===== src/include/bcd_defs.svh =====
// Constants of the byte processor opcode decoder
`ifndef BCD_DEFS_SVH
`define BCD_DEFS_SVH

// ----------------------------------------
// Timing
// ----------------------------------------
`define BCD_CLK_MHZ      40.0
`define BCD_UCYC_US      1.4
`define BCD_MEM_US       0.56
`define BCD_UC_CLKS      int'(`BCD_UCYC_US * `BCD_CLK_MHZ)
`define BCD_MEM_CLKS     int'($ceil(`BCD_MEM_US * `BCD_CLK_MHZ))

// ----------------------------------------
// Microcycle costs
// ----------------------------------------
`define BCD_N_SHORT      5'd3
`define BCD_N_STAT       5'd4
`define BCD_N_XCH        5'd5
`define BCD_N_ADD_IMMEDIATE_SKIP_ZERO       5'd6
`define BCD_N_BOC        5'd7
`define BCD_N_BOC_TAKEN  5'd6
`define BCD_N_LD         5'd8
`define BCD_N_SKIP       5'd9
`define BCD_N_ST         5'd10
`define BCD_N_ISZ        5'd11
`define BCD_N_JMP        5'd10
`define BCD_N_JSR        5'd14
`define BCD_N_HALT       5'd1
`define BCD_N_IDX        5'd2
`define BCD_N_BASE       5'd1
`define BCD_N_SKIP_ADD   5'd3

// ----------------------------------------
// Condition selectors and flag numbers
// ----------------------------------------
`define BCD_CC_CARRY_OR_OVERFLOW_COND      4'h5
`define BCD_CC_USER      4'hf
`define BCD_FLAG_SEL     3'd6
`define BCD_FLAG_INTERRUPT_ENABLE_FLAG    3'd7

// ----------------------------------------
// Registers
// ----------------------------------------
`define BCD_REG_CTRL     8'h00
`define BCD_REG_STATUS   8'h04
`define BCD_REG_LAST     8'h08
`define BCD_REG_COUNT    8'h0c
`define BCD_CTRL_EN_BIT  0
`define BCD_CTRL_RST     1'b1

`endif


===== src/include/bcd_pkg.sv =====
// Types of the byte processor opcode decoder
package bcd_pkg;

  typedef enum logic [5:0] {
    OP_NOP, OP_HALT, OP_BRANCH_ON_CONDITION, OP_SET_FLAG, OP_PULSE_FLAG,
    OP_REG_REG_ADD, OP_REG_REG_XOR, OP_REG_REG_EXCHANGE, OP_REG_REG_AND,
    OP_LOAD, OP_STORE, OP_ADD, OP_SKIP_IF_NOT_EQUAL, OP_AND, OP_OR,
    OP_SKIP_IF_AND_ZERO, OP_SUBTRACT, OP_JUMP, OP_JUMP_TO_SUBROUTINE,
    OP_INCREMENT_SKIP_ZERO, OP_DECREMENT_SKIP_ZERO, OP_LOAD_IMMEDIATE,
    OP_ADD_IMMEDIATE_SKIP_ZERO, OP_EXCHANGE_WITH_STACK, OP_PUSH, OP_PULL,
    OP_NEGATE_ACCUMULATOR, OP_SHIFT_LEFT, OP_SHIFT_RIGHT, OP_ROTATE_LEFT,
    OP_ROTATE_RIGHT, OP_INTERRUPT_RETURN, OP_SUB_RETURN, OP_PUSH_STATUS,
    OP_PULL_STATUS
  } bcd_op_e;

  typedef enum logic [4:0] {
    ST_IDLE       = 5'b00001,
    ST_MEM        = 5'b00010,
    ST_UCYC       = 5'b00100,
    ST_HALT_PRESS = 5'b01000,
    ST_HALT_REL   = 5'b10000
  } bcd_state_e;

  typedef struct packed {
    bcd_op_e    op;
    logic [1:0] acc_dst;
    logic [1:0] acc_src;
    logic [1:0] mode;
    logic [3:0] cond;
    logic [2:0] flag;
    logic [4:0] ucyc;
    logic [2:0] reads;
    logic       writes;
    logic       skippable;
  } bcd_dec_s;

endpackage : bcd_pkg


===== src/include/bcd_dec_if.sv =====
// Opcode byte to decoded fields carrier
`timescale 1ns/10ps
`default_nettype none
interface bcd_dec_if;
  import bcd_pkg::*;
  logic [7:0] opcode;
  bcd_dec_s   dec;
  modport dec_mp (input opcode, output dec);
  modport use_mp (output opcode, input dec);
endinterface : bcd_dec_if
`default_nettype wire


===== src/logic/bcd_op_decoder.sv =====
// Combinational opcode decoder with cost table
`timescale 1ns/10ps
`default_nettype none
`include "bcd_defs.svh"
module bcd_op_decoder
  import bcd_pkg::*;
(
  bcd_dec_if.dec_mp d
);

  // Indexed forms cost extra, base page adds for jumps
  function automatic logic [4:0] mem_cost(input logic [4:0] base, input logic [1:0] mode);
    mem_cost = mode[1] ? 5'(base + `BCD_N_IDX) : base;
  endfunction : mem_cost

  logic [7:0] op;
  bcd_dec_s   r;

  assign op = d.opcode;
  assign d.dec = r;

  always_comb begin
    r           = '0;
    r.op        = OP_NOP; // RULE_24
    r.ucyc      = `BCD_N_SHORT;
    r.reads     = 3'd1;
    r.acc_dst   = op[1:0];
    r.acc_src   = op[3:2];
    r.mode      = op[1:0]; // RULE_09
    r.cond      = op[3:0];
    r.flag      = op[2:0];
    case (op[7:4])
      4'h0: begin
        case (op[3:0])
          4'h0: begin r.op = OP_HALT; r.ucyc = `BCD_N_HALT; end // RULE_22
          4'h1: begin r.op = OP_INTERRUPT_RETURN; r.ucyc = `BCD_N_XCH; end // RULE_13
          4'h2: begin r.op = OP_SUB_RETURN; r.ucyc = `BCD_N_STAT; end
          4'h7: begin r.op = OP_PUSH_STATUS; r.ucyc = `BCD_N_STAT; end
          4'he: begin r.op = OP_PULL_STATUS; r.ucyc = `BCD_N_STAT; end
          default: ;
        endcase
      end
      4'h1: begin
        r.op = OP_BRANCH_ON_CONDITION; // RULE_01
        r.reads = 3'd2; // RULE_14
        r.ucyc = `BCD_N_BOC;
      end
      4'h2, 4'h3: begin
        if (op[3]) begin
          r.op = op[4] ? OP_PULSE_FLAG : OP_SET_FLAG; // RULE_03 RULE_04
        end else if (op[2] == 1'b0) begin
          r.reads = 3'd2; // RULE_11
          r.op = op[4] ? OP_ADD_IMMEDIATE_SKIP_ZERO : OP_LOAD_IMMEDIATE;
          r.ucyc = op[4] ? `BCD_N_ADD_IMMEDIATE_SKIP_ZERO : `BCD_N_XCH; // RULE_15
          r.skippable = op[4];
        end
      end
      4'h4, 4'h5, 4'h6, 4'h7: begin
        case (op[5:4]) // RULE_07
          2'd0: r.op = OP_REG_REG_ADD;
          2'd1: r.op = OP_REG_REG_XOR;
          2'd2: begin r.op = OP_REG_REG_EXCHANGE; r.ucyc = `BCD_N_XCH; end
          default: r.op = OP_REG_REG_AND;
        endcase
      end
      4'h8, 4'h9, 4'ha, 4'hb: begin
        r.acc_dst = op[3:2]; // RULE_08
        r.reads = 3'd3;
        case (op[5:4])
          2'd0: begin r.op = OP_LOAD; r.ucyc = mem_cost(`BCD_N_LD, op[1:0]); end
          2'd1: begin // RULE_16
            r.op = OP_STORE;
            r.writes = 1'b1;
            r.ucyc = mem_cost(`BCD_N_ST, op[1:0]);
          end
          2'd2: begin r.op = OP_ADD; r.ucyc = mem_cost(`BCD_N_LD, op[1:0]); end
          default: begin // RULE_17
            r.op = OP_SKIP_IF_NOT_EQUAL;
            r.skippable = 1'b1;
            r.ucyc = mem_cost(`BCD_N_SKIP, op[1:0]);
          end
        endcase
      end
      default: begin
        if (op[3]) begin // RULE_12
          r.acc_dst = op[1:0];
          case (op[5:2])
            4'h2: begin r.op = OP_EXCHANGE_WITH_STACK; r.ucyc = `BCD_N_XCH; end
            4'h3: r.op = OP_PUSH;
            4'h6: r.op = OP_PULL;
            4'h7: r.op = OP_NEGATE_ACCUMULATOR;
            4'ha: r.op = OP_SHIFT_LEFT;
            4'hb: r.op = OP_SHIFT_RIGHT;
            4'he: r.op = OP_ROTATE_LEFT;
            default: r.op = OP_ROTATE_RIGHT;
          endcase
        end else if (op[2] == 1'b0) begin // RULE_10
          r.acc_dst = 2'd0;
          r.reads = 3'd3;
          r.ucyc = mem_cost(`BCD_N_LD, op[1:0]); // RULE_15
          case (op[5:4])
            2'd0: r.op = OP_AND;
            2'd1: r.op = OP_OR;
            2'd2: begin // RULE_17
              r.op = OP_SKIP_IF_AND_ZERO;
              r.skippable = 1'b1;
              r.ucyc = mem_cost(`BCD_N_SKIP, op[1:0]);
            end
            default: r.op = OP_SUBTRACT;
          endcase
        end else begin
          r.acc_dst = 2'd0;
          r.reads = 3'd2;
          case (op[5:4]) // RULE_19
            2'd0: r.op = OP_JUMP;
            2'd1: r.op = OP_JUMP_TO_SUBROUTINE;
            2'd2: r.op = OP_INCREMENT_SKIP_ZERO;
            default: r.op = OP_DECREMENT_SKIP_ZERO;
          endcase
          if (op[5]) begin // RULE_18
            r.reads = 3'd3;
            r.writes = 1'b1;
            r.skippable = 1'b1;
            r.ucyc = mem_cost(`BCD_N_ISZ, op[1:0]);
          end else begin
            r.ucyc = op[4] ? `BCD_N_JSR : `BCD_N_JMP; // RULE_19
            if (op[1:0] == 2'd0) r.ucyc = 5'(r.ucyc + `BCD_N_BASE);
          end
        end
      end
    endcase
  end

endmodule : bcd_op_decoder
`default_nettype wire


===== src/logic/bcd_top.sv =====
// Instruction decoder and execution timer of the byte processor
//
// Our own choices: the placing of the registers and the Wishbone slave port.
`timescale 1ns/10ps
`default_nettype none
`include "bcd_defs.svh"
// Contract
// [RULE_01] 0x10-0x1F branch, low digit is condition
// [RULE_02] Condition 15 routes user jump input
// [RULE_03] 0x28-0x2F set flag low digit minus 8
// [RULE_04] 0x38-0x3F pulse flag low digit minus 8
// [RULE_05] Flags 1-4 drive user flag outputs
// [RULE_06] Flag 6 select, flag 7 interrupt enable
// [RULE_07] 0x40-0x7F register ops, source and destination
// [RULE_08] High digit 8/9/A/B: load/store/add/skip-not-equal
// [RULE_09] Mode: base, current, third, fourth indexed
// [RULE_10] C0-F7 first accumulator memory and jump ops
// [RULE_11] 0x20-0x23 load immediate, 0x30-0x33 add-skip
// [RULE_12] C8-FF single accumulator operations
// [RULE_13] Short ops 3, status 4, exchanges 5
// [RULE_14] Branch 7 cycles, 6 when taken
// [RULE_15] Load group 8/10, add-immediate-skip 6/9
// [RULE_16] Store 10, indexed 12, one write
// [RULE_17] Skip compares 9/11, plus 3 skipping
// [RULE_18] Increment/decrement skip 11/13, plus 3 skipping
// [RULE_19] Jump 10/11, subroutine 14/15
// [RULE_20] Microcycle lasts 1.4 microseconds
// [RULE_21] Each memory access adds 0.56 microseconds
// [RULE_22] Halt waits start press then release
// [RULE_23] Condition 5 tests overflow or carry
// [RULE_24] Unassigned opcodes act as no operation
module bcd_top
  import bcd_pkg::*;
#(
  parameter int UC_CLKS  = `BCD_UC_CLKS,
  parameter int MEM_CLKS = `BCD_MEM_CLKS
) (
  // Clock and reset
  input  wire logic        clk_i,
  input  wire logic        rst_i,
  // Wishbone slave
  input  wire logic        wb_cyc_i,
  input  wire logic        wb_stb_i,
  input  wire logic        wb_we_i,
  input  wire logic [7:0]  wb_adr_i,
  input  wire logic [3:0]  wb_sel_i,
  input  wire logic [31:0] wb_dat_i,
  output logic      [31:0] wb_dat_o,
  output logic             wb_ack_o,
  // Instruction byte
  input  wire logic        instr_valid_i,
  input  wire logic [7:0]  instr_byte_i,
  output logic             instr_ready_o,
  // Processor state for conditions
  input  wire logic [7:0]  ac0_i,
  input  wire logic        carry_i,
  input  wire logic        ovf_i,
  input  wire logic        stk_full_i,
  input  wire logic        intr_i,
  input  wire logic        skip_cond_i,
  input  wire logic        flag_load_i,
  input  wire logic [7:0]  flag_load_data_i,
  // Pins
  input  wire logic        user_jump_condition_in_i,
  input  wire logic        start_sw_i,
  // Decoded fields to sequencer
  output bcd_op_e          op_class_o,
  output logic      [1:0]  acc_dst_o,
  output logic      [1:0]  acc_src_o,
  output logic      [1:0]  mode_o,
  output logic      [3:0]  cond_sel_o,
  output logic             cond_true_o,
  output logic      [2:0]  flag_num_o,
  output logic      [4:0]  ucyc_o,
  output logic      [2:0]  reads_o,
  output logic             writes_o,
  // Execution status
  output logic             busy_o,
  output logic             done_o,
  output logic             halted_o,
  output logic             ucycle_tick_o,
  // Flag outputs
  output logic      [3:0]  user_flag_o,
  output logic             sel_flag_o,
  output logic             interrupt_enable_flag_o,
  output logic      [7:0]  flag_pulse_o
);

  typedef struct packed {
    bcd_state_e  st;
    logic [2:0]  sy_start;
    logic [2:0]  sy_ujc;
    logic        start_q;
    logic        ujc_q;
    bcd_dec_s    dec;
    logic        cond_true;
    logic [7:0]  flag;
    logic [7:0]  pulse;
    logic [3:0]  user_out;
    logic        sel_out;
    logic        interrupt_enable_flag_out;
    logic [7:0]  opcode;
    logic [7:0]  cnt;
    logic [7:0]  div;
    logic [4:0]  ucnt;
    logic        extended;
    logic        ready;
    logic        busy;
    logic        done;
    logic        halted;
    logic        tick;
    logic        en;
    logic        ack;
    logic [31:0] rdata;
    logic [31:0] icount;
  } bcd_top_s;

  // ----------------------------------------
  // Condition multiplexer
  // ----------------------------------------
  function automatic logic cond_mux(input logic [3:0] cc, input logic [7:0] a, input logic sel,
                                    input logic interrupt_enable_flag, input logic start, input logic ujc);
    case (cc)
      4'h0:   cond_mux = intr_i;
      4'h1:   cond_mux = (a != 8'h00);
      4'h2:   cond_mux = (a == 8'h00);
      4'h3:   cond_mux = a[7];
      4'h4:   cond_mux = a[1];
      4'h5:   cond_mux = sel ? ovf_i : carry_i; // RULE_23
      4'h6:   cond_mux = stk_full_i;
      4'h7:   cond_mux = start;
      4'h8:   cond_mux = a[0];
      4'h9:   cond_mux = interrupt_enable_flag;
      4'ha:   cond_mux = a[2];
      4'hb:   cond_mux = a[3];
      4'hc:   cond_mux = a[4];
      4'hd:   cond_mux = a[5];
      4'he:   cond_mux = a[6];
      default: cond_mux = ujc; // RULE_02
    endcase
  endfunction : cond_mux

  bcd_dec_if dif ();
  bcd_op_decoder u_dec (
    .d (dif.dec_mp)
  );

  bcd_top_s q;
  bcd_top_s n;
  logic     accept;
  logic     cond_val;
  logic     wb_req;

  assign dif.opcode = instr_byte_i;
  assign accept     = instr_valid_i && q.ready;
  assign wb_req     = wb_cyc_i && wb_stb_i && !q.ack;
  assign cond_val   = cond_mux(dif.dec.cond, ac0_i, q.flag[`BCD_FLAG_SEL], q.flag[`BCD_FLAG_INTERRUPT_ENABLE_FLAG],
                               q.start_q, q.ujc_q);

  // ----------------------------------------
  // Next state
  // ----------------------------------------
  always_comb begin
    n = q;
    n.sy_start = {q.sy_start[1:0], start_sw_i};
    n.sy_ujc   = {q.sy_ujc[1:0], user_jump_condition_in_i};
    if (q.sy_start[1] == q.sy_start[2]) n.start_q = q.sy_start[2];
    if (q.sy_ujc[1] == q.sy_ujc[2]) n.ujc_q = q.sy_ujc[2];
    n.pulse = 8'h00;
    n.done  = 1'b0;
    n.tick  = 1'b0;
    n.ack   = wb_req;
    if (flag_load_i) n.flag = flag_load_data_i;
    if (accept) begin
      n.opcode    = instr_byte_i;
      n.dec       = dif.dec;
      n.cond_true = cond_val;
      n.extended  = 1'b0;
      n.busy      = 1'b1;
      n.cnt       = 8'(MEM_CLKS * (int'(dif.dec.reads) + int'(dif.dec.writes))); // RULE_21
      n.st        = ST_MEM;
      if (dif.dec.op == OP_BRANCH_ON_CONDITION && cond_val) n.dec.ucyc = `BCD_N_BOC_TAKEN; // RULE_14
      case (dif.dec.op)
        OP_SET_FLAG:         n.flag[dif.dec.flag] = 1'b1; // RULE_03
        OP_PULSE_FLAG:       n.pulse[dif.dec.flag] = 1'b1; // RULE_04
        OP_INTERRUPT_RETURN: n.flag[`BCD_FLAG_INTERRUPT_ENABLE_FLAG] = 1'b1;
        default: ;
      endcase
    end
    case (q.st)
      ST_IDLE: ;
      ST_MEM: begin
        if (q.cnt <= 8'd1) begin
          n.st   = ST_UCYC;
          n.div  = 8'h00;
          n.ucnt = q.dec.ucyc;
        end else begin
          n.cnt = q.cnt - 8'd1;
        end
      end
      ST_UCYC: begin
        if (q.div == 8'(UC_CLKS - 1)) begin // RULE_20
          n.div  = 8'h00;
          n.tick = 1'b1;
          if (q.ucnt <= 5'd1) begin
            if (q.dec.skippable && skip_cond_i && !q.extended) begin // RULE_17 RULE_18 RULE_15
              n.ucnt     = `BCD_N_SKIP_ADD;
              n.extended = 1'b1;
            end else if (q.dec.op == OP_HALT) begin
              n.st = ST_HALT_PRESS; // RULE_22
            end else begin
              n.st     = ST_IDLE;
              n.done   = 1'b1;
              n.busy   = 1'b0;
              n.icount = q.icount + 32'd1;
            end
          end else begin
            n.ucnt = q.ucnt - 5'd1;
          end
        end else begin
          n.div = q.div + 8'd1;
        end
      end
      ST_HALT_PRESS: if (q.start_q) n.st = ST_HALT_REL; // RULE_22
      ST_HALT_REL: begin
        if (!q.start_q) begin
          n.st     = ST_IDLE;
          n.done   = 1'b1;
          n.busy   = 1'b0;
          n.icount = q.icount + 32'd1;
        end
      end
      default: n.st = ST_IDLE;
    endcase
    // Register access
    if (wb_cyc_i && wb_stb_i && q.ack && wb_we_i && wb_adr_i == `BCD_REG_CTRL && wb_sel_i[0]) begin
      n.en = wb_dat_i[`BCD_CTRL_EN_BIT];
    end
    if (wb_req) begin
      case (wb_adr_i)
        `BCD_REG_CTRL:   n.rdata = {31'h0, q.en};
        `BCD_REG_STATUS: n.rdata = {10'h0, q.dec.op, q.flag, 5'h0, q.halted, q.busy, q.ready};
        `BCD_REG_LAST:   n.rdata = {7'h0, q.cond_true, 3'h0, q.dec.writes, 1'b0, q.dec.reads,
                                    3'h0, q.dec.ucyc, q.opcode};
        `BCD_REG_COUNT:  n.rdata = q.icount;
        default:         n.rdata = 32'h0;
      endcase
    end
    n.ready    = (n.st == ST_IDLE) && n.en;
    n.halted   = (n.st == ST_HALT_PRESS) || (n.st == ST_HALT_REL);
    n.user_out = n.flag[4:1] | n.pulse[4:1]; // RULE_05
    n.sel_out  = n.flag[`BCD_FLAG_SEL] | n.pulse[`BCD_FLAG_SEL]; // RULE_06
    n.interrupt_enable_flag_out = n.flag[`BCD_FLAG_INTERRUPT_ENABLE_FLAG] | n.pulse[`BCD_FLAG_INTERRUPT_ENABLE_FLAG]; // RULE_06
  end

  always_ff @(posedge clk_i) begin
    if (rst_i) begin
      q       <= '0;
      q.st    <= ST_IDLE;
      q.dec.op <= OP_NOP;
      q.en    <= `BCD_CTRL_RST;
    end else begin
      q <= n;
    end
  end

  // ----------------------------------------
  // Outputs
  // ----------------------------------------
  assign wb_dat_o                = q.rdata;
  assign wb_ack_o                = q.ack;
  assign instr_ready_o           = q.ready;
  assign op_class_o              = q.dec.op;
  assign acc_dst_o               = q.dec.acc_dst;
  assign acc_src_o               = q.dec.acc_src;
  assign mode_o                  = q.dec.mode;
  assign cond_sel_o              = q.dec.cond;
  assign cond_true_o             = q.cond_true;
  assign flag_num_o              = q.dec.flag;
  assign ucyc_o                  = q.dec.ucyc;
  assign reads_o                 = q.dec.reads;
  assign writes_o                = q.dec.writes;
  assign busy_o                  = q.busy;
  assign done_o                  = q.done;
  assign halted_o                = q.halted;
  assign ucycle_tick_o           = q.tick;
  assign user_flag_o             = q.user_out;
  assign sel_flag_o              = q.sel_out;
  assign interrupt_enable_flag_o = q.interrupt_enable_flag_out;
  assign flag_pulse_o            = q.pulse;

  // ----------------------------------------
  // Checks
  // ----------------------------------------
  logic [7:0] byte_d1;
  logic       cond_d1;
  logic       ovsel_d1;
  always_ff @(posedge clk_i) begin
    byte_d1  <= instr_byte_i;
    cond_d1  <= cond_val;
    ovsel_d1 <= q.flag[`BCD_FLAG_SEL] ? ovf_i : carry_i;
  end

  localparam int RR_CLKS   = MEM_CLKS + 3 * UC_CLKS + 1;
  localparam int HALT_CLKS = MEM_CLKS + UC_CLKS + 1;
endmodule : bcd_top
`default_nettype wire


===== config.mk =====
export PLATFORM = sky130hd
export DESIGN_NAME = bcd_top
export DESIGN_NICKNAME = d
export VERILOG_FILES = /design/src/include/bcd_pkg.sv /design/src/include/bcd_dec_if.sv /design/src/logic/bcd_op_decoder.sv /design/src/logic/bcd_top.sv
export VERILOG_INCLUDE_DIRS = /design/src /design/src/include
export SDC_FILE = /design/constraint.sdc
export NUM_CORES = 1
export LEC_CHECK = 0
export ABC_AREA = 0
export BUFFER_PORTS_ARGS = -buffer_cell sky130_fd_sc_hd__buf_2
export CAP_MARGIN = 40
export CORE_UTILIZATION = 25
export DETAILED_ROUTE_END_ITERATION = 10
export HOLD_SLACK_MARGIN = 0.06
export PLACE_DENSITY = 0.52
export REMOVE_ABC_BUFFERS = 1
export SLEW_MARGIN = 25
export SYNTH_ARGS = -nofsm -noshare
export SYNTH_HDL_FRONTEND = slang
export SYNTH_HIERARCHICAL = 1
export SYNTH_SLANG_ARGS = --single-unit

===== constraint.sdc =====
create_clock -name clk_i -period 4.5 [get_ports clk_i]
set_input_delay 0.45 -clock clk_i [delete_from_list [all_inputs] [get_ports clk_i]]
set_output_delay 0.45 -clock clk_i [all_outputs]
set_load 0.01 [all_outputs]

* Yosys cells after proc, flatten, opt, wreduce, memory -nomap -nowiden
Index checks and enable logic that the tools add are counted.
** Operators by class
- Shifts and indexed selects :: 0
- Equality and inequality tests :: 60
- $add $sub $neg :: 6
- Mux-type cells :: 91
- Reduce and logical (&&, ||, !) cells :: 38
- Magnitude comparators :: 4
- $mul :: 1
- Bitwise operators :: 7
- Div/mod/pow operators :: 0
** Operator list (number)
- two-way mux 32 bit :: 5
- one-hot mux 32 bit (4 select lines) :: 1
- two-way mux 5 bit :: 16
- two-way mux 8 bit :: 9
- one-hot mux 32 bit (2 select lines) :: 1
- one-hot mux 6 bit (5 select lines) :: 2
- equality test 4 bit, second input constant :: 14
- one-hot mux 5 bit (5 select lines) :: 2
- equality test 4 x 3 -> 1 bit, second input constant :: 10
- adder 32 x 1 -> 32 bit, second input constant :: 1
- one-hot mux 4 bit (7 select lines) :: 1
- one-hot mux 3 bit (3 select lines) :: 3
- one-hot mux 13 bit (2 select lines) :: 1
- equality test 4 x 2 -> 1 bit, second input constant :: 6
- two-way mux 3 bit :: 7
- two-way mux 2 bit :: 9
- two-way mux 6 bit :: 3
- equality test 8 x 4 -> 1 bit, second input constant :: 2
- zero test 8 bit :: 2
- two-way mux 16 bit :: 1
- two-way mux 1 bit :: 15
- one-hot mux 1 bit (15 select lines) :: 1
- one-hot mux 5 bit (3 select lines) :: 1
- two-way mux 7 bit :: 2
- 56 further kinds :: 92
** Storage, ports and cells
- Output and inout bits :: 81
- Memories kept :: 0
- ROM bits :: 0
- Register bits after elaboration :: 166
- RAM bits :: 0
- Word-level logic and storage cells :: 243
- Latch bits :: 0

* Logic depth before layout (Yosys ltp)
Gate-level depths: netlist of the first run.
- Depth after elaboration :: 12
- Gate-level depth with buffers :: 20
- Gate-level depth less buffers :: 19

* Hierarchy
The synthesis of the first run kept the hierarchy.
** By module, submodules not included
- bcd_top :: times used 1, area an instance 8763.4 µm², cells an instance 1006
- bcd_op_decoder :: times used 1, area an instance 1008.5 µm², cells an instance 152

* Least setup slack after synthesis of the first run
No wires, ideal clock.
- Kind :: input to register
- Start point :: input port instr_byte_i[4]
- End point :: register q[91] in the netlist's numbering
- Cell stages on the path :: 17
- Arrival time :: 4.504 ns
- Buffers on the path :: 0
- Data required time :: 4.442 ns
- Path slack :: -0.062 ns
- Cell sequence :: inv_1 ha_1 nor4_4 a21oi_2 o31ai_1 ha_1 ha_1 xor2_1 inv_1 fa_1 ha_1 fa_1 a21o_1 a21oi_1 xor2_1 a221oi_1 o21a_1
** RTL lines
- start, declared :: line bcd_top.sv:52 : input wire logic [7:0] instr_byte_i,
- end signal, assigned :: line bcd_top.sv:263 : q <= n;
- end, declared :: line bcd_top.sv:148 : bcd_top_s q;

==> results.cfg, run 1 <==
[placed_design]
dp_hpwl_microns = 21500
gp_congestion = 0.839
dp_cells = 1692
dpl_cell_area_sq_um = 10500
portBuffers = 128

[setup_path]
rr_worst_depth = 7
required_ns = 4.88
cp-start-kind = primary input
startpoint = instr_byte_i[4]
worstSetupEndpoint = q[91]
crit_arrival_ns = 4.61
rr_endpoint = q[30]
reg2reg_from = q[77]
rrSetupSlack_ns = 1.64
critical_path_class = primary input to register
path_max_fanout = 6
end_kind = register

[power_and_ir_drop]
cellLeakagePower_uw = 0.00436
p_seq_share_pct = 40.5
vdd_drop_max_uv = 292
p_comb_share_pct = 24.1
power.density_nw_per_um2 = 376
intPower_uw = 2820
clkPwrFrac_pct = 35.5
p_sw_share_pct = 32.4
switchingPower_uw = 1350

[cells_and_area]
drive_above_1_share_pct = 23.7
nets = 1309
diodes = 0
area_growth_pct = 13.4
fin_area_sq_um = 11100
final_cells = 1723
final_util_pct = 28.7
fillers = 4235

[routing]
route.detailed.drc = 0
drt_iter0_drc = 590
drt.antenna.violating_nets = 0
via_count = 8634
viasPerCell = 5.01
totalWireLength_microns = 29700
first_pass_iters = 5
wl_per_cell_microns = 17.2

[clock_network]
clk_latency_ns = 0.44
cts_buffer_depth = 2
cts_tree = yes
cts.htree.levels = 4
numCtsBuffers = 17
cts_root_buf = clkbuf_16
cts_sinks = 166
path_clk_slew_ns = 0.07

[global_route]
use_met2_pct = 24.0
grtUsageTotal_pct = 14.9
grt_pass1_vias = 8192
grt_start_max_net_pins = 77
overflow = 0
busiest_layer = met2
grt_first_pass_wirelength_microns = 46500
grtUsageMet1_pct = 20.2
antenna_found_initial = 0
use_met3_pct = 3.21

[floorplanning]
start_util_pct = 25.3
die_area_sq_um = 39900
die_w_microns = 200
pin_count = 163
die_h_microns = 200
rows = 72
coreArea_sq_um = 38600

[logic_synthesis]
synth_flop_cell = dfxtp_1
yosys_warnings = 6
synth_seq_cells = 166
seq_area_frac_synth_pct = 34.0
async_flop_share_pct = 0
synth-edff-count = 0
syn_inst = 1158
syn_area_per_cell_sq_um = 8.44
ys_types = 93
syn_area_sq_um = 9770

[sta]
setup_viol = 0
fmax_mhz = 237
fin_skew_ns = 0.00890
rsz0062_at_grt = no
finalCritPeriodShare_pct = 93.9
max-slew-margin-rel_pct = 44.9
finalHoldViolCount = 0
setup_tns_ns = 0
drv_slew = 0
tightest_slew_ns = 0.826
period_minus_slack_ns = 4.23

[min_path]
hold_path_class = primary input to register

[outcome]
status = finished, final reports clean

[run]
maxCapViolCount = 0
[layer usage]
metal,part of all wire (%),vias to the layer above
met1,47,4173
met2,46,220
met5,0,-
met4,1.3,0
li1,-,4215
met3,5.7,26
[kinds of logic after synthesis]
| kind of cell | Yosys count | synth area share (%) |
|---|---|---|
| multiplexers | 47 | 5.35 |
| AND/OR/NAND/NOR | 417 | 22.6 |
| buffers and inverters | 188 | 11.1 |
| flip-flops | 166 | 34.0 |
| AO/OA/AOI/OAI | 291 | 21.0 |
| adder cells (fa/ha/maj) | 33 | 4.53 |
| XOR/XNOR | 15 | 1.34 |
| other | 1 | 0.0384 |
[synth_stat cells, types with 10 or more instances]
master | number | share of area (%)
a21oi_1 | 84 | 4.3
a22o_1 | 12 | 1.1
a22oi_1 | 25 | 1.9
a31oi_1 | 10 | 0.64
a32oi_1 | 23 | 2.1
buf_1 | 14 | 0.54
buf_2 | 17 | 0.87
buf_4 | 84 | 6.5
clkbuf_1 | 41 | 1.6
dfxtp_1 | 166 | 34
ha_1 | 29 | 3.7
inv_1 | 25 | 0.96
mux2_2 | 29 | 3.3
mux2i_1 | 14 | 1.4
nand2_1 | 124 | 4.8
nand3_1 | 26 | 1.3
nor2_1 | 84 | 3.2
nor2b_1 | 25 | 1.6
nor3_1 | 25 | 1.3
nor4_1 | 10 | 0.64
o21ai_0 | 34 | 1.7
or2_2 | 15 | 0.96
or3_1 | 11 | 0.70
or4_1 | 11 | 0.85
xor2_1 | 11 | 0.99
[cell usage in the layout (no fill, tap or decap), types with 10 or more instances in the layout]
master and n:
a21oi_1 83, a22o_1 12, a22oi_1 25, a31oi_1 10, a32oi_1 23, buf_2 127
buf_4 49, clkbuf_16 17, dfxtp_1 166, ha_1 27, inv_1 24, mux2_2 29
mux2i_1 14, nand2_1 124, nand3_1 26, nor2_1 84, nor2b_1 25, nor3_1 25
nor4_1 10, o21ai_0 33, or2_2 15, or3_1 11, or4_1 11, xor2_1 10
[critical path: stages]
cell	delay, ns
buf_2	0.12
inv_1	0.07
buf_4	0.14
ha_2	0.21
nor4_4	0.36
buf_4	0.17
buf_4	0.13
nor3b_2	0.05
nand2_1	0.07
o31ai_1	0.09
ha_1	0.22
ha_1	0.21
xor2_2	0.16
buf_4	0.15
ha_1	0.29
ha_1	0.29
ha_1	0.23
fa_2	0.36
a21o_1	0.18
a21oi_1	0.16
xor2_1	0.09
a221oi_1	0.26
o21a_1	0.15
[flip-flops by register name, summed over array words and instances (netlist names), 2 cells and up]
name          count
mode_o            2
q                81
n                 4
acc_dst_o         2
ucyc_o            5
wb_dat_o         32
flag_pulse_o      8
flag_num_o        3
user_flag_o       4
cond_sel_o        4
op_class_o        6
reads_o           3
acc_src_o         2
[worst min-delay path by stage]
| stage | slack (ns) | from | cells after the start | to |
|---|---|---|---|---|
| global placement | 0.42 | n[156] | 1 | n[157] |
| global route | 0.23 | user_jump_condition_in_i | 2 | n[156] |
| finish | 0.24 | user_jump_condition_in_i | 2 | n[156] |
| floorplan | 0.41 | n[156] | 1 | n[157] |
| detailed placement | 0.42 | n[156] | 1 | n[157] |
| CTS | 0.21 | user_jump_condition_in_i | 2 | n[156] |
[repair_timing]
item	in CTS	in global routing
setup endpoints to repair	0	2
setup buffers	0	1
hold buffers	0	0
resized for setup	0	8
[power by group through the flow]
stage	sequential, uW	combinational [uW]	clock, uW
floorplan	1680	590	0
global placement	1720	965	0
detailed placement	1720	985	0
CTS	1680	991	1520
global route	1700	1120	1580
finish	1690	1000	1480
[per-stage QoR]
stage | setup slack, ns | total power, uW | hold slack, ns
finish | 0.274 | 4170 | 0.236
global route | 0.0460 | 4390 | 0.227
CTS | 0.274 | 4200 | 0.215
detailed placement | -0.187 | 2700 | 0.423
global placement | -0.0890 | 2680 | 0.416
floorplan | -0.157 | 2270 | 0.414
[area by class of cell]
cell class              count  area (sq um)  share of cell area [%]
multi-input cells         805          5400                    48.7
well taps                 518           648                    5.85
repair buffers            179          1040                    9.43
clock buffers              22           474                    4.28
inverters                  25          93.8                   0.847
flip-flops and latches    166          3320                    30.0
clock inverters             8          98.8                   0.892
(Power assumes the default switching activity.)
==> run 2, diff against run 1 <==
==> constraint.sdc (replaced) <==
create_clock -name clk_i -period 3.5 [get_ports clk_i]
set_input_delay 0.7 -clock clk_i [delete_from_list [all_inputs] [get_ports clk_i]]
set_output_delay 0.7 -clock clk_i [all_outputs]
set_load 0.01 [all_outputs]
==> run 2 against run 1 <==
  * The flow now finishes with violations (setup timing)
  * Sequential power up 28%
  * Final cell count up 2.4%
  * Global-route usage up 0.22 points
==> results.cfg, run 2 (synthesis gave the netlist of run 1 again) <==
[cells_and_area]
largest_reg_flops = 81
mostFrequentLayoutCells = dfxtp_1, buf_2, nand2_1
nets = 1348
largest_register = q
area_growth_pct = 19.1
final_util_pct = 30.2
fillers = 4200
diodes = 0
mostFrequentLayoutCell = dfxtp_1
drive_above_1_share_pct = 27.9
multi_input_area_sq_um = 5580
seqCellArea_sq_um = 3320

[setup_path]
cp.depth = 20
rrSetupSlack_ns = 0.98
required_ns = 3.89
slowest_stage = or4_4
rr_worst_depth = 8
end_kind = register
cpMostUsedCell = ha_4
cpPeakStageDelay_ns = 0.53
path_max_fanout = 3
critical_path_class = primary input to register
startpoint = instr_byte_i[4]
worstSetupEndpoint = q[91]
reg2reg_from = q[77]
crit_chain = buf_12 > buf_6 > ha_4 > or4_4 > nand2_2 > a31oi_1 > o22a_1 > ha_4 > ha_4 > xor2_2 > buf_6 > ha_4 > ha_4 > ha_4 > fa_2 > a21o_1 > a21oi_2 > xor2_1 > a221oi_1 > o21a_1
cp-start-kind = primary input
rr_endpoint = q[30]
path_buf_inv = 3
crit_family = adder cells
crit_arrival_ns = 4.47

[sta]
period_minus_slack_ns = 4.08
tightest_slew_ns = 0.771
max-slew-margin-rel_pct = 48.1
fin_skew_ns = 0.0190
fmax_mhz = 245
rsz0062_at_grt = yes
drv_slew = 0
finalCritPeriodShare_pct = 116
fin_ws_ns = -0.577
finalHoldViolCount = 0
setup_tns_ns = -2.33
setup_viol = 5

[placed_design]
dp_hpwl_microns = 22000
portBuffers = 128
gp_congestion = 0.878
dp_slack_ns = -1.39

[global_route]
use_met3_pct = 3.21
use_met2_pct = 24.0
grtUsageTotal_pct = 15.2
antenna_found_initial = 0
grt_pass1_vias = 8500
grt_start_max_net_pins = 57
busiest_layer = met2
grt_first_pass_wirelength_microns = 47300
overflow = 0
grtUsageMet1_pct = 20.4

[floorplanning]
die_area_sq_um = 39900
rows = 72
die_w_microns = 200
pin_count = 163
die_h_microns = 200
start_util_pct = 25.3
coreArea_sq_um = 38600

[power_and_ir_drop]
vdd_drop_max_uv = 397
power.density_nw_per_um2 = 482
cellLeakagePower_uw = 0.00458
finalPower_uw = 5610

[routing]
wl_per_cell_microns = 17.1
viasPerCell = 4.98
drt.antenna.violating_nets = 0
route.detailed.drc = 0
first_pass_iters = 7
via_count = 8786
totalWireLength_microns = 30200
drt_iter0_drc = 635

[clock_network]
cts_sinks = 166
cts.htree.levels = 4
cts_buffer_depth = 2
clk_latency_ns = 0.44
cts_tree = yes
path_clk_slew_ns = 0.08
cts_root_buf = clkbuf_16
numCtsBuffers = 17

[min_path]
hold_path_class = register to register

[outcome]
violations = setup timing
status = complete, but fails checks

[run]
maxCapViolCount = 0
## run 2: changes by cell type in the layout (fill, tap and decap cells not counted), moves of 2 or more
cell,change
buf_6,+8
ha_4,+11
buf_8,-2
buf_4,+34
inv_2,+2
buf_2,-2
a21oi_1,-2
clkinv_4,+3
inv_6,+2
ha_1,-10
inv_1,-4
clkbuf_8,-2
## run 2: how the worst min path moves through the flow
| stage | slack (ns) | depth (start not counted) | from | end |
|---|---|---|---|---|
| finish | 0.44 | 1 | n[156] | n[157] |
| global route | 0.46 | 1 | n[156] | n[157] |
| CTS | 0.44 | 1 | n[159] | n[160] |
| global placement | 0.42 | 1 | n[156] | n[157] |
| detailed placement | 0.43 | 1 | n[156] | n[157] |
| floorplan | 0.41 | 1 | n[156] | n[157] |
## run 2: through the flow
stage	instance area, sq um	hold slack (ns)	std cells
after floorplan	8780	0.414	996
after global placement	10700	0.422	1724
after detailed placement	10700	0.425	1724
after CTS	11600	0.438	1762
after global routing	11600	0.457	1764
final	11600	0.441	1764
## run 2: power breakdown
group | switching [uW] | internal, uW
logic | 820 | 622
registers | 163 | 2010
clock network | 839 | 1150
## run 2: worst register-to-register path, delay by kind of cell (launching register included)
family	cells	cell delay, ns
adders and majority gates	1	0.25
and+or+nand+nor	3	0.67
buffers and inverters	2	0.38
muxes	1	0.35
AOI/OAI and AO/OA	1	0.35
DFF	1	0.39
## run 2: layer usage
metal	wire (microns)	up-vias
met5	0	-
met4	724	0
met3	1710	45
met2	13700	255
met1	14100	4201
li1	-	4285
## run 2: repair_timing
item | 4_1_cts | 5_1_grt
pin swaps | 32 | 20
resized for setup | 39 | 13
hold buffers | 0 | 0
buffers inserted | 6 | 2
setup endpoints to repair | 6 | 11
## run 2: layout make-up
class | count | area share (%)
clock buffer | 19 | 3.81
clock inverter | 13 | 1.46
inverter | 25 | 0.871
multi-input combinational | 805 | 47.9
sequential | 166 | 28.6
tap | 518 | 5.57
timing repair buffer | 218 | 11.8
==> run 3, diff against run 2 <==
--- a/config.mk
+++ b/config.mk
@@ -12,10 +12,9 @@
 export CORE_UTILIZATION = 25
 export DETAILED_ROUTE_END_ITERATION = 10
 export HOLD_SLACK_MARGIN = 0.06
-export PLACE_DENSITY = 0.52
+export PLACE_DENSITY = 0.53
 export REMOVE_ABC_BUFFERS = 1
 export SLEW_MARGIN = 25
 export SYNTH_ARGS = -nofsm -noshare
 export SYNTH_HDL_FRONTEND = slang
-export SYNTH_HIERARCHICAL = 1
 export SYNTH_SLANG_ARGS = --single-unit
==> run 3 against run 2 <==
  * The run now ends clean
  * Final cell count decreased by 8.9%
  * Via count decreased by 12%
  * Clock power about the same
  * Worst setup slack improved by 0.66 ns
  * Area after synthesis decreased by 11%
  * Clock-buffer cell count decreased by 2
  * First-iteration DRC count decreased by 28%
  * Flip-flop and latch count decreased by 13
  * Sequential share of layout area increased by 0.76 points
  * Clock skew decreased by 0.0053 ns
  * Routed wire length decreased by 15%
  * Non-clock buffer count decreased by 12
  * Critical path type unchanged
  * Largest cell class unchanged
==> results.cfg, run 3 <==
[floorplanning]
die_w_microns = 188
die_h_microns = 188
die_area_sq_um = 35400
start_util_pct = 25.6
pin_count = 163
coreArea_sq_um = 33800
rows = 67

[logic_synthesis]
async_flop_share_pct = 0
syn_inst = 1052
yosysMostFrequentCell = nor2_1
synth_area_leaders = dfxtp_1, nor2_1, buf_4
synth_common_cells = nor2_1, dfxtp_1, nand2_1
synth_seq_cells = 153
yosys_warnings = 0
synth.largest_area_cell = dfxtp_1
synth-edff-count = 0
syn_area_per_cell_sq_um = 8.23
syn_area_sq_um = 8660
synth_flop_cell = dfxtp_1
seq_area_frac_synth_pct = 35.4
synth_top_area_share_pct = 35.4
ys_types = 91

[clock_network]
path_clk_slew_ns = 0.07
clk_latency_ns = 0.43
numCtsBuffers = 17
cts_tree = yes
cts_hold_buf = 0
cts_buffer_depth = 2
cts.htree.levels = 4
cts_sinks = 153
cts_root_buf = clkbuf_16

[placed_design]
dp_slack_ns = -0.759
gp_congestion = 0.866
dpl_cell_area_sq_um = 9550
portBuffers = 126
dp_hpwl_microns = 19300

[sta]
period_minus_slack_ns = 3.41
tightest_slew_ns = 0.709
fin_ws_ns = 0.0880
setup_viol = 0
finalCritPeriodShare_pct = 97.5
drv_slew = 0
fmax_mhz = 293
finalHoldViolCount = 0
max-slew-margin-rel_pct = 52.4
fin_skew_ns = 0.0137

[power_and_ir_drop]
vdd_drop_max_uv = 357
cellLeakagePower_uw = 0.00410
p_seq_share_pct = 40.2
power.density_nw_per_um2 = 454
p_comb_share_pct = 18.5
intPower_uw = 3300
clkPwrFrac_pct = 41.3
switchingPower_uw = 1450
p_sw_share_pct = 30.6

[cells_and_area]
drive_above_1_share_pct = 26.0
fin_area_sq_um = 10400
nets = 1256
diodes = 0
area_growth_pct = 20.6
largest_reg_flops = 78
largest_register = q
fillers = 3625
mostFrequentLayoutCells = nor2_1, dfxtp_1, buf_2
mostFrequentLayoutCell = nor2_1

[setup_path]
cpPeakStageDelay_ns = 0.56
path_max_fanout = 5
crit_chain = buf_12 > ha_4 > or4_4 > a2bb2oi_4 > and3_4 > a21o_1 > ha_4 > inv_4 > ha_4 > inv_4 > ha_4 > ha_4 > fa_2 > nand2_1 > nor3_1 > a31oi_1 > a21oi_1 > o21ai_1 > a31oi_1
end_kind = register
cpMostUsedCell = ha_4
rrSetupSlack_ns = 0.76
crit_family = adder cells
path_buf_inv = 3
required_ns = 3.81
startpoint = instr_byte_i[4]
reg2reg_from = q[77]
cp.depth = 19
cp-start-kind = primary input
slowest_stage = or4_4
rr_worst_depth = 7
crit_arrival_ns = 3.72
critical_path_class = primary input to register

[routing]
drt.antenna.violating_nets = 0
wl_per_cell_microns = 16.0
via_count = 7765
route.detailed.drc = 0
totalWireLength_microns = 25700
viasPerCell = 4.83
first_pass_iters = 5
drt_iter0_drc = 458

[min_path]
holdPathStages = 1
hp-start = n[159]
hold_path_class = register to register

[run]
maxCapViolCount = 0

[global_route]
grt_start_max_net_pins = 61
grtUsageTotal_pct = 14.5
grt_first_pass_wirelength_microns = 40500
antenna_found_initial = 0
grt_pass1_vias = 7322
overflow = 0

[outcome]
status = finished, final reports clean
-- run 3: repair_timing --
action / 4_1_cts / 5_1_grt
gates resized for setup: 22 / 27
endpoints found under the setup margin: 4 / 3
pin swaps: 11 / 11
buffers inserted: 4 / 2
-- run 3: per-layer routing --
layer	vias to the layer above	track usage, %	share of wire (%)	routed length [microns]
li1	3857	-	-	-
met1	3722	19.4	48	12300
met2	164	23.3	47	12100
met3	22	2.62	3.9	1010
met4	0	4.47	1.6	403
met5	-	0	0	0
-- run 3: final cells by class --
| cell class | count | area, sq um | share of cell area, % |
|---|---|---|---|
| multi-input cells | 745 | 4820 | 46.1 |
| clock inverters | 15 | 199 | 1.90 |
| inverters | 23 | 101 | 0.970 |
| clock buffers | 17 | 425 | 4.07 |
| repair buffers | 206 | 1280 | 12.2 |
| flip-flops and latches | 153 | 3060 | 29.3 |
| well taps | 448 | 561 | 5.37 |
-- run 3: metrics by stage --
step | util, % | std cells | power, uW | hold slack (ns) | TNS (ns)
after floorplan | - | 921 | 2370 | 0.414 | -1.90
after global placement | 28.3 | 1569 | 2760 | 0.419 | -2.52
after detailed placement | 28.3 | 1569 | 2770 | 0.429 | -2.78
after CTS | 30.5 | 1605 | 4760 | 0.448 | 0
after global routing | 30.9 | 1607 | 4960 | 0.464 | -0.00676
final | 30.9 | 1607 | 4750 | 0.442 | 0
-- run 3: cells by family (layout without fill, tap and decap cells) --
family	Yosys count	after routing	synth area share (%)
muxes	38	38	4.67
buffers and inverters	155	261	11.1
DFF	153	153	35.4
and+or+nand+nor	417	417	24.1
other	1	2	0.0433
xor gates and xnor gates	23	23	2.33
adders and majority gates	28	28	4.13
AOI/OAI and AO/OA	237	237	18.2
-- run 3: worst reg2reg max path, cell delays in order (launching register included) --
cell and delay, ns:
dfxtp_1 0.37, ha_1 0.23, nor4bb_1 0.50, nand4_1 0.28
nor4_2 0.37, o21ai_1 0.33, or3_1 0.44, a21oi_1 0.16
-- run 3: final timing paths --
kind            end
max reg2reg   q[26]
min          n[160]
min reg2reg  n[160]
max           q[91]
-- run 3: power groups by stage --
stage / clock network, uW / registers [uW] / logic, uW
after floorplan: 0 / 1930 / 444
after global placement: 0 / 1950 / 818
after detailed placement: 0 / 1950 / 817
after CTS: 2010 / 1910 / 843
after global routing: 2070 / 1920 / 967
final: 1960 / 1910 / 879
